### src/rtl/cib_pkg.sv
package cib_pkg;

    // Register byte addresses on the bus
    localparam logic [7:0] CIB_TX_ID0_OFS  = 8'h00;
    localparam logic [7:0] CIB_TX_ID1_OFS  = 8'h04;
    localparam logic [7:0] CIB_TX_ID2_OFS  = 8'h08;
    localparam logic [7:0] CIB_TX_ID3_OFS  = 8'h0c;
    localparam logic [7:0] CIB_RX_ID0_OFS  = 8'h10;
    localparam logic [7:0] CIB_RX_ID1_OFS  = 8'h14;
    localparam logic [7:0] CIB_RX_ID2_OFS  = 8'h18;
    localparam logic [7:0] CIB_RX_ID3_OFS  = 8'h1c;
    localparam logic [7:0] CIB_CTRL_OFS    = 8'h20;
    localparam logic [7:0] CIB_STATUS_OFS  = 8'h24;

    // Control and status bit positions
    localparam int CIB_CTRL_START_BIT   = 0;
    localparam int CIB_STAT_BUSY_BIT    = 0;
    localparam int CIB_STAT_RXFULL_BIT  = 1;
    localparam int CIB_STAT_TXWINS_BIT  = 2;

    // Field positions inside id_word1 and id_word3
    localparam int CIB_W1_SRR_BIT       = 4;
    localparam int CIB_W1_STD_RTR_BIT   = 4;
    localparam int CIB_W1_IDE_BIT       = 3;
    localparam int CIB_W3_EXT_RTR_BIT   = 0;

    // Identifier area lengths in bus bits
    localparam logic [5:0] CIB_EXT_LEN  = 6'd32;
    localparam logic [5:0] CIB_STD_LEN  = 6'd13;

    localparam logic [7:0] CIB_BYTE_RST = 8'h00;

    typedef logic [3:0][7:0] cib_words_t;

    // Concatenated words are already in bus order, MSB first
    function automatic logic [31:0] cib_frame(input cib_words_t w);
        cib_frame = {w[0], w[1], w[2], w[3]};
    endfunction

    function automatic logic [5:0] cib_len(input cib_words_t w);
        cib_len = w[1][CIB_W1_IDE_BIT] ? CIB_EXT_LEN : CIB_STD_LEN;
    endfunction

    // Left aligned key; standard tail bits zeroed since they are undefined
    function automatic logic [31:0] cib_key(input cib_words_t w);
        if (w[1][CIB_W1_IDE_BIT]) begin
            cib_key = {w[0], w[1], w[2], w[3]};
        end else begin
            cib_key = {w[0], w[1][7:3], 19'h0};
        end
    endfunction

endpackage

### src/rtl/cib_serializer.sv
`timescale 1ns/1ps
module cib_serializer
    import cib_pkg::*;
(
    input  wire logic        clk_i,
    input  wire logic        rst_i,
    input  wire logic        load_i,
    input  wire logic [31:0] frame_i,
    input  wire logic [5:0]  len_i,
    input  wire logic        take_i,
    output logic             bit_o,
    output logic             valid_o
);

    typedef enum logic {CIB_SER_IDLE, CIB_SER_SHIFT} cib_ser_st_t;

    typedef struct packed {
        cib_ser_st_t st;
        logic [31:0] sh;
        logic [5:0]  cnt;
        logic        valid;
    } cib_ser_t;

    cib_ser_t s;
    cib_ser_t next_s;

    always_comb begin
        next_s = s;
        unique case (s.st)
            CIB_SER_IDLE: begin
                if (load_i) begin
                    next_s.st    = CIB_SER_SHIFT;
                    next_s.sh    = frame_i;
                    next_s.cnt   = len_i;
                    next_s.valid = 1'b1;
                end
            end
            CIB_SER_SHIFT: begin
                if (take_i) begin
                    if (s.cnt == 6'd1) begin
                        next_s.st    = CIB_SER_IDLE;
                        next_s.valid = 1'b0;
                    end else begin
                        next_s.sh  = {s.sh[30:0], 1'b0};
                        next_s.cnt = s.cnt - 6'd1;
                    end
                end
            end
        endcase
    end

    always_ff @(posedge clk_i) begin
        if (rst_i) begin
            s <= '{st: CIB_SER_IDLE, sh: 32'h0, cnt: 6'h0, valid: 1'b0};
        end else begin
            s <= next_s;
        end
    end

    assign bit_o   = s.sh[31];
    assign valid_o = s.valid;

endmodule // cib_serializer

### src/rtl/cib_id_buffer.sv
`timescale 1ns/1ps
// Summary of operation
// - Extended id bits 20..18, 17..15, 14..7, 6..0 sit in words one to three.
// - Identifier MSB goes onto the bus first in both formats.
// - Smaller identifier value has the higher priority.
// - Received SRR is stored exactly as sampled.
// - IDE at word1 bit 3 picks standard or extended; it chooses sent format.
// - Received IDE is stored as seen on the bus.
// - Extended RTR is word3 bit 0: zero data, one remote.
// - Received RTR is stored from the frame.
// - Standard id bits 10..3 fill word0, bits 2..0 sit in word1 bits 7:5.
// - Standard RTR at word1 bit 4, IDE at bit 3.
// - Standard unused bits carry no defined content.
// - Extended area is 32 bits, id bits 28..21 fill word0.
// - Standard area is 13 meaningful bits.
module cib_id_buffer
    import cib_pkg::*;
(
    input  wire logic        clk_i,
    input  wire logic        rst_i,
    input  wire logic        wb_cyc_i,
    input  wire logic        wb_stb_i,
    input  wire logic        wb_we_i,
    input  wire logic [7:0]  wb_adr_i,
    input  wire logic [3:0]  wb_sel_i,
    input  wire logic [31:0] wb_dat_i,
    output logic      [31:0] wb_dat_o,
    output logic             wb_ack_o,
    input  wire logic        rx_start_i,
    input  wire logic        rx_bit_valid_i,
    input  wire logic        rx_bit_i,
    input  wire logic        tx_take_i,
    output logic             tx_bit_o,
    output logic             tx_valid_o
);

    typedef struct packed {
        cib_words_t  tx_w;
        cib_words_t  rx_w;
        logic [31:0] rx_sh;
        logic [5:0]  rx_cnt;
        logic        rx_active;
        logic        rx_full;
        logic        start;
        logic        tx_wins;
        logic        ack;
        logic [31:0] dat;
    } cib_state_t;

    cib_state_t s;
    cib_state_t next_s;

    logic       ser_valid;
    logic       req;
    logic       wr;
    logic [5:0] rx_n;
    logic [31:0] rx_shn;

    assign req = wb_cyc_i & wb_stb_i & ~s.ack;
    assign wr  = req & wb_we_i & wb_sel_i[0];

    always_comb begin
        next_s = s;
        rx_n   = s.rx_cnt + 6'd1;
        rx_shn = {s.rx_sh[30:0], rx_bit_i};
        next_s.ack   = req;
        next_s.start = 1'b0;

        // Bus write, one byte lane carries each register
        if (wr) begin
            unique case (wb_adr_i)
                CIB_TX_ID0_OFS: next_s.tx_w[0] = wb_dat_i[7:0];
                CIB_TX_ID1_OFS: next_s.tx_w[1] = wb_dat_i[7:0];
                CIB_TX_ID2_OFS: next_s.tx_w[2] = wb_dat_i[7:0];
                CIB_TX_ID3_OFS: next_s.tx_w[3] = wb_dat_i[7:0];
                CIB_CTRL_OFS: begin
                    // Start while shifting is dropped, the frame in flight wins
                    next_s.start = wb_dat_i[CIB_CTRL_START_BIT] & ~ser_valid & ~s.start;
                end
                CIB_STATUS_OFS: begin
                    if (wb_dat_i[CIB_STAT_RXFULL_BIT]) begin
                        next_s.rx_full = 1'b0;
                    end
                end
                default: ;
            endcase
        end

        // Bus read, upper bits zero
        next_s.dat = 32'h0;
        if (req && !wb_we_i) begin
            unique case (wb_adr_i)
                CIB_TX_ID0_OFS: next_s.dat[7:0] = s.tx_w[0];
                CIB_TX_ID1_OFS: next_s.dat[7:0] = s.tx_w[1];
                CIB_TX_ID2_OFS: next_s.dat[7:0] = s.tx_w[2];
                CIB_TX_ID3_OFS: next_s.dat[7:0] = s.tx_w[3];
                CIB_RX_ID0_OFS: next_s.dat[7:0] = s.rx_w[0];
                CIB_RX_ID1_OFS: next_s.dat[7:0] = s.rx_w[1];
                CIB_RX_ID2_OFS: next_s.dat[7:0] = s.rx_w[2];
                CIB_RX_ID3_OFS: next_s.dat[7:0] = s.rx_w[3];
                CIB_STATUS_OFS: begin
                    next_s.dat[CIB_STAT_BUSY_BIT]   = ser_valid | s.start;
                    next_s.dat[CIB_STAT_RXFULL_BIT] = s.rx_full;
                    next_s.dat[CIB_STAT_TXWINS_BIT] = s.tx_wins;
                end
                default: ;
            endcase
        end

        // Receive side deserialiser
        if (rx_start_i) begin
            next_s.rx_active = 1'b1;
            next_s.rx_cnt    = 6'h0;
            next_s.rx_sh     = 32'h0;
        end else if (s.rx_active && rx_bit_valid_i) begin
            next_s.rx_sh  = rx_shn;
            next_s.rx_cnt = rx_n;
            // Thirteenth bit is IDE in both layouts
            if (rx_n == CIB_STD_LEN && !rx_shn[0]) begin
                next_s.rx_active = 1'b0;
                next_s.rx_full   = 1'b1;
                next_s.rx_w[0]   = rx_shn[12:5];
                next_s.rx_w[1]   = {rx_shn[4:0], 3'h0};
                // Tail zeroed; software must not rely on it
                next_s.rx_w[2]   = CIB_BYTE_RST;
                next_s.rx_w[3]   = CIB_BYTE_RST;
            end else if (rx_n == CIB_EXT_LEN) begin
                next_s.rx_active = 1'b0;
                next_s.rx_full   = 1'b1;
                // SRR and RTR kept as sampled, never forced
                // First byte on the wire is id_word0, so bytes swap into the packed words
                next_s.rx_w      = {rx_shn[7:0], rx_shn[15:8],
                                    rx_shn[23:16], rx_shn[31:24]};
            end
        end

        // Smaller key wins arbitration
        next_s.tx_wins = cib_key(s.tx_w) < cib_key(s.rx_w);
    end

    always_ff @(posedge clk_i) begin
        if (rst_i) begin
            s <= '0;
        end else begin
            s <= next_s;
        end
    end

    // Frame sent as stored; SRR value is trusted to software
    cib_serializer u_ser (
        .clk_i   (clk_i),
        .rst_i   (rst_i),
        .load_i  (s.start),
        .frame_i (cib_frame(s.tx_w)),
        .len_i   (cib_len(s.tx_w)),
        .take_i  (tx_take_i),
        .bit_o   (tx_bit_o),
        .valid_o (ser_valid)
    );

    assign tx_valid_o = ser_valid;
    assign wb_dat_o   = s.dat;
    assign wb_ack_o   = s.ack;

endmodule // cib_id_buffer

### config.mk
export PLATFORM = sky130hd
export DESIGN_NAME = cib_id_buffer
export DESIGN_NICKNAME = d
export VERILOG_FILES = /design/src/rtl/cib_pkg.sv /design/src/rtl/cib_serializer.sv /design/src/rtl/cib_id_buffer.sv
export SDC_FILE = /design/constraint.sdc
export NUM_CORES = 1
export LEC_CHECK = 0
export BUFFER_PORTS_ARGS = -buffer_cell sky130_fd_sc_hd__buf_2
export CAP_MARGIN = 10
export CORE_UTILIZATION = 50
export CTS_CLUSTER_SIZE = 25
export DETAILED_ROUTE_END_ITERATION = 10
export PLACE_DENSITY_LB_ADDON = 0.3
export RECOVER_POWER = 100
export SYNTH_ARGS = -nofsm -noshare
export SYNTH_HDL_FRONTEND = slang
export SYNTH_SLANG_ARGS = --single-unit
### constraint.sdc
create_clock -name clk_i -period 2.75 [get_ports clk_i]
set_input_delay 0.55 -clock clk_i [delete_from_list [all_inputs] [get_ports clk_i]]
set_output_delay 0.55 -clock clk_i [all_outputs]
set_load 0.01 [all_outputs]
; ---- Word level (Yosys, flattened, before mapping)
; Cells that the tools add are included.
[totals]
out_inout_bits = 35
register_bits = 178
inputBits = 53
elab_cells = 97
[classes]
n_mux = 22
reduce_logical = 20
order_cmp = 1
eq_ne = 16
bitwise = 15
n_addsub = 2
[op_table]
columns = op, count
row1 = 40-bit two-way mux, 2
row2 = 40-bit one-hot mux with 2 select lines, 1
row3 = 32-bit two-way mux, 2
row4 = 20-bit two-way mux, 2
row5 = 5-bit one-hot mux with 8 select lines, 1
row6 = 38-bit two-way mux, 1
row7 = "8-bit by 5-bit == test with 1-bit output, second input constant", 4
row8 = 32-bit less-than comparator, 1
row9 = 3-bit one-hot mux with 9 select lines, 1
row10 = "8-bit by 4-bit == test with 1-bit output, second input constant", 2
row11 = "8-bit by 6-bit == test with 1-bit output, second input constant", 2
row12 = 2-bit AND reduction, 5
row13 = 3-bit AND reduction, 3
row14 = "8-bit by 3-bit == test with 1-bit output, second input constant", 1
row15 = 8-bit logical NOT, 1
row16 = 2-bit two-way mux, 4
row17 = "2-bit != test, second input constant", 4
row18 = 1-bit NOT, 8
row19 = 1-bit two-way mux, 7
row20 = "6-bit by 1-bit adder with 6-bit output, second input constant", 1
row21 = 1-bit AND, 6
row22 = "6-bit by 1-bit == test with 1-bit output, second input constant", 1
row23 = "6-bit by 4-bit == test with 1-bit output, second input constant", 1
row24 = "6-bit == test, second input constant", 1
row25 = 9 further kinds, 14

; ---- Depth between registers and ports, before layout
[depth]
depth_word = 9
mapped_depth = 10
depth_no_buf = 7

; ---- By module
; Synthesis repeated with hierarchy kept, for this count alone.
[unflattened]
hier_cells = 859
area_unflattened_um2 = 7547.2
[by_module_without_submodules]
columns = mod, seq_area_each_um2, cells_each, n_inst, area_each_um2
row1 = cib_id_buffer, 2282.2, 662, 1, 5689.2
row2 = cib_serializer, 800.8, 197, 1, 1858.0

; ---- Worst setup path before layout
; No wires, ideal clock.
[synth_timing]
path_kind = reg2reg
startpoint = reg s[86] (netlist name)
endpoint = reg s[33] (netlist name)
arrival_ns = 2.067
path_stages_with_launch = 10
n_path_buf = 2
setup_time_ns = 0.120
synth_period_minus_slack_ns = 2.186
t_required_ns = 2.630
slack_ns = 0.564
cell_sequence = dfxtp_1 > clkbuf_1 > clkbuf_1 > nand2_1 > ha_1 > nand4_1 > nor4_1 > o21ai_0 > and3_1 > o31a_1
[synth_via]
elab_chain_cells = 2
[synth_lines]
columns = element, line
row1 = "start, declared", cib_id_buffer.sv:50  ; cib_state_t s;
row2 = "start signal, assigned", cib_id_buffer.sv:145  ; s <= next_s;
row3 = 20-bit two-way mux, cib_pkg.sv:46  ; if (w[1][CIB_W1_IDE_BIT]) begin
row4 = 32-bit less-than comparator, cib_id_buffer.sv:138  ; next_s.tx_wins = cib_key(s.tx_w) < cib_key(s.rx_w);
; Every way passes these cells.
; A chain may end at the register's enable or synchronous reset.

; ---- Final worst setup path
[layout_timing]
startpoint = reg s[37] (netlist name)
endpoint = reg s[79] (netlist name)
[layout_via]
elab_chain_cells = 5
word_cells_on_any_way = 7
cone_classes = 1 x add/sub / 2 x eq/ne / 1 x mux / 3 x reduce/logical
[layout_lines]
columns = element, line
row1 = 6-bit by 1-bit adder with 6-bit output (*), cib_id_buffer.sv:64  ; rx_n = s.rx_cnt + 6'd1;
row2 = 6-bit by 4-bit == test with 1-bit output, cib_id_buffer.sv:119  ; if (rx_n == CIB_STD_LEN && !rx_shn[0]) begin
row3 = 1-bit logical AND, cib_id_buffer.sv:119
row4 = 2-bit nonzero test (no line), -
row5 = 3-bit AND reduction (no line), -
; Every way passes the cells marked *; elsewhere a longest branch is shown, timed or not.

==> impl_metrics.py <==
metrics = {
    "run_status": {
        "status": "finished, violations left",
        "violations": "max-capacitance violations, max-slew violations",
    },
    "global_route": {
        "antenna_found_initial": 0,
        "grt_pass1_wl_um": 31200,
        "overflow": 0,
        "track_usage_pct": 25.2,
        "grt_max_degree": 89,
        "grt_pass1_vias": 5906,
    },
    "worst_setup_path": {
        "r2r_end": "s[79]",
        "rrSetupSlack_ps": 280,
        "critPathMaxFanout": 12,
        "reg2reg_depth": 7,
        "crit_type": "reg2reg",
        "end_kind": "flip-flop",
        "crit_required_ps": 2970,
        "r2r_start": "s[37]",
        "start_kind": "flip-flop",
        "cp.arrival_ps": 2700,
    },
    "logic_synthesis": {
        "ys_ff_latch": 154,
        "seq_area_frac_synth_pct": 39.9,
        "async_flop_share_pct": 0,
        "syn_avg_cell_area_um2": 8.61,
        "synth_ff_type": "dfxtp_1",
        "synth_top_area_share_pct": 39.9,
        "netlist_area_mm2": 0.00772,
        "yosysTopAreaCell": "dfxtp_1",
        "syn_inst": 897,
        "yosysWarningCount": 0,
        "synth_cell_types": 66,
        "synth-edff-count": 0,
        "netlist_top_cells_area": "dfxtp_1, mux2i_1, nand2_1",
    },
    "finish": {
        "nNetsFinal": 1002,
        "area_growth_pct": 10.2,
        "mostFrequentLayoutCells": "nand2_1, dfxtp_1, a21oi_1",
        "final_common_cell": "nand2_1",
        "fill_cells": 1373,
        "fin_util_pct": 56.2,
        "drive_gt1_share_pct": 10.3,
        "layout.cells.non_filler": 1114,
        "n_antenna_cell": 0,
    },
    "clocking": {
        "ctsHoldBuffers": 0,
        "insertion_delay_ps": 430,
        "cts.sinks": 154,
        "cts-resized-gates": 0,
        "clkSlewWorstSetupHoldPaths_ps": 60,
        "clock_tree.buffer_depth": 2,
        "clock-root-buffer": "clkbuf_16",
        "cts_tree": "built",
        "ctsHtreeMaxLevel": 4,
        "cts_made_buffers": 17,
        "postCtsSetupRepairBufs": 0,
    },
    "die": {
        "die_h_um": 126,
        "floorplan.initialDensity_pct": 51.0,
        "die_area_mm2": 0.0160,
        "fp.dieW_um": 126,
        "core_mm2": 0.0151,
        "ioPinCount": 88,
        "rows": 45,
    },
    "power": {
        "ir_drop_uv": 562,
        "power_density_mw_per_mm2": 575,
        "power.leakage_nw": 3.32,
    },
    "routing": {
        "routedWlPerCell_um": 17.4,
        "ant_nets": 0,
        "first_pass_iters": 5,
        "drtIter0Drc": 491,
        "vias": 6288,
        "drc": 0,
        "wl_um": 19300,
        "vias_per_cell": 5.64,
    },
    "worst_hold_path": {
        "min_path_type": "in2reg",
        "worstHoldStart": "rx_start_i",
        "min_path_cells": 3,
        "min_to": "s[36]",
    },
    "sta": {
        "clock.fmax_mhz": 404,
        "rsz0062_at_grt": "no",
        "finalMaxSlewViolations": 127,
        "min_period_over_period_pct": 90.0,
        "skew_ps": 5.71,
        "max_slew_margin_pct": -35.8,
        "period_needed_ps": 2470,
        "worst_pin_slew_ps": 2040,
        "tns_ps": 0,
        "setup_viol": 0,
        "hold_viol": 0,
    },
    "place": {
        "place_hpwl_um": 13500,
        "dp_cells": 1083,
        "port_buffers": 36,
        "gp_congestion": 0.931,
    },
    "run": {
        "maxCapViolations": 2,
    },
}
[area by class of cell]
type / instances / area [um2] / share of cell area, %
flip-flops and latches: 154 / 3080 / 36.2
clock buffers: 24 / 492 / 5.77
well taps: 188 / 235 / 2.76
repair buffers: 63 / 369 / 4.33
clock inverters: 7 / 138 / 1.62
inverters: 21 / 78.8 / 0.926
multi-input cells: 657 / 4120 / 48.4
[per-layer routing]
metal / global-route usage [%] / vias to the layer above / part of all wire (%)
met2: 39.0 / 170 / 45
met5: 0 / - / 0
met4: 8.29 / 0 / 1.6
met1: 34.6 / 2974 / 48
met3: 6.03 / 22 / 5.4
li1: - / 3122 / -
[state kept, by name (all words and copies together), names as in the netlist]
signal         count
u_ser.s           38
wb_dat_o           8
rx_shn            31
u_ser.bit_o        1
wb_ack_o           1
s                 74
u_ser.valid_o      1
[report_power, final]
part | total [mW] | internal, mW | switching (mW)
clock network | 2.50 | 1.61 | 0.896
logic | 0.155 | 0.0354 | 0.119
registers | 2.24 | 2.23 | 0.00234
total | 4.89 | 3.88 | 1.02
[cell usage after synthesis (3+ instances only)]
cell,count
a211oi_1,7
a211oi_2,7
a21oi_1,96
a221oi_1,8
a22oi_1,36
a31oi_1,4
a32oi_1,4
and2_1,24
and3_1,6
and4_1,4
buf_1,4
buf_2,9
buf_4,40
clkbuf_1,33
dfxtp_1,154
ha_1,35
inv_1,21
mux2i_1,69
mux4_2,3
nand2_1,181
nand3_1,8
nand3b_1,3
nand4_1,8
nor2_1,55
nor3_1,7
nor4_1,4
nor4b_1,3
o21ai_0,11
o22ai_1,3
o31a_1,3
xor2_1,6
[worst max-delay path, stage by stage (launching register included)]
cell	delay (ps)
dfxtp_1	450
ha_1	400
xnor2_1	150
nor4b_4	320
a21o_1	430
and2_0	230
buf_4	190
a211oi_1	80
[logic make-up after synthesis]
family,after synthesis,share of synthesized area [%]
AOI/OAI and AO/OA,198,16.9
DFF,154,39.9
buffers and inverters,109,7.58
muxes,74,10.1
other,1,0.0485
xor gates and xnor gates,8,0.907
adders and majority gates,35,5.67
and+or+nand+nor,318,18.9
[through the flow]
step                area, um2  hold slack [ps]  total power, mW  worst slack, ps
floorplan                7810              436             2.40              564
global placement         7950              442             2.44              364
detailed placement       7950              444             2.44              339
CTS                      8580              401             4.92              327
global route             8520              445             5.03             60.6
finish                   8520              417             4.89              275
[worst max path at each step]
stage | from | endpoint | slack, ps | depth (start not counted)
after floorplan | s[86] | s[33] | 560 | 9
after global placement | wb_adr_i[2] | s[107] | 360 | 6
after detailed placement | wb_adr_i[2] | s[111] | 340 | 6
after CTS | s[37] | s[102] | 330 | 6
after global routing | s[37] | s[76] | 60 | 7
final | s[37] | s[79] | 280 | 7
Power figures use the tool's default switching activity.
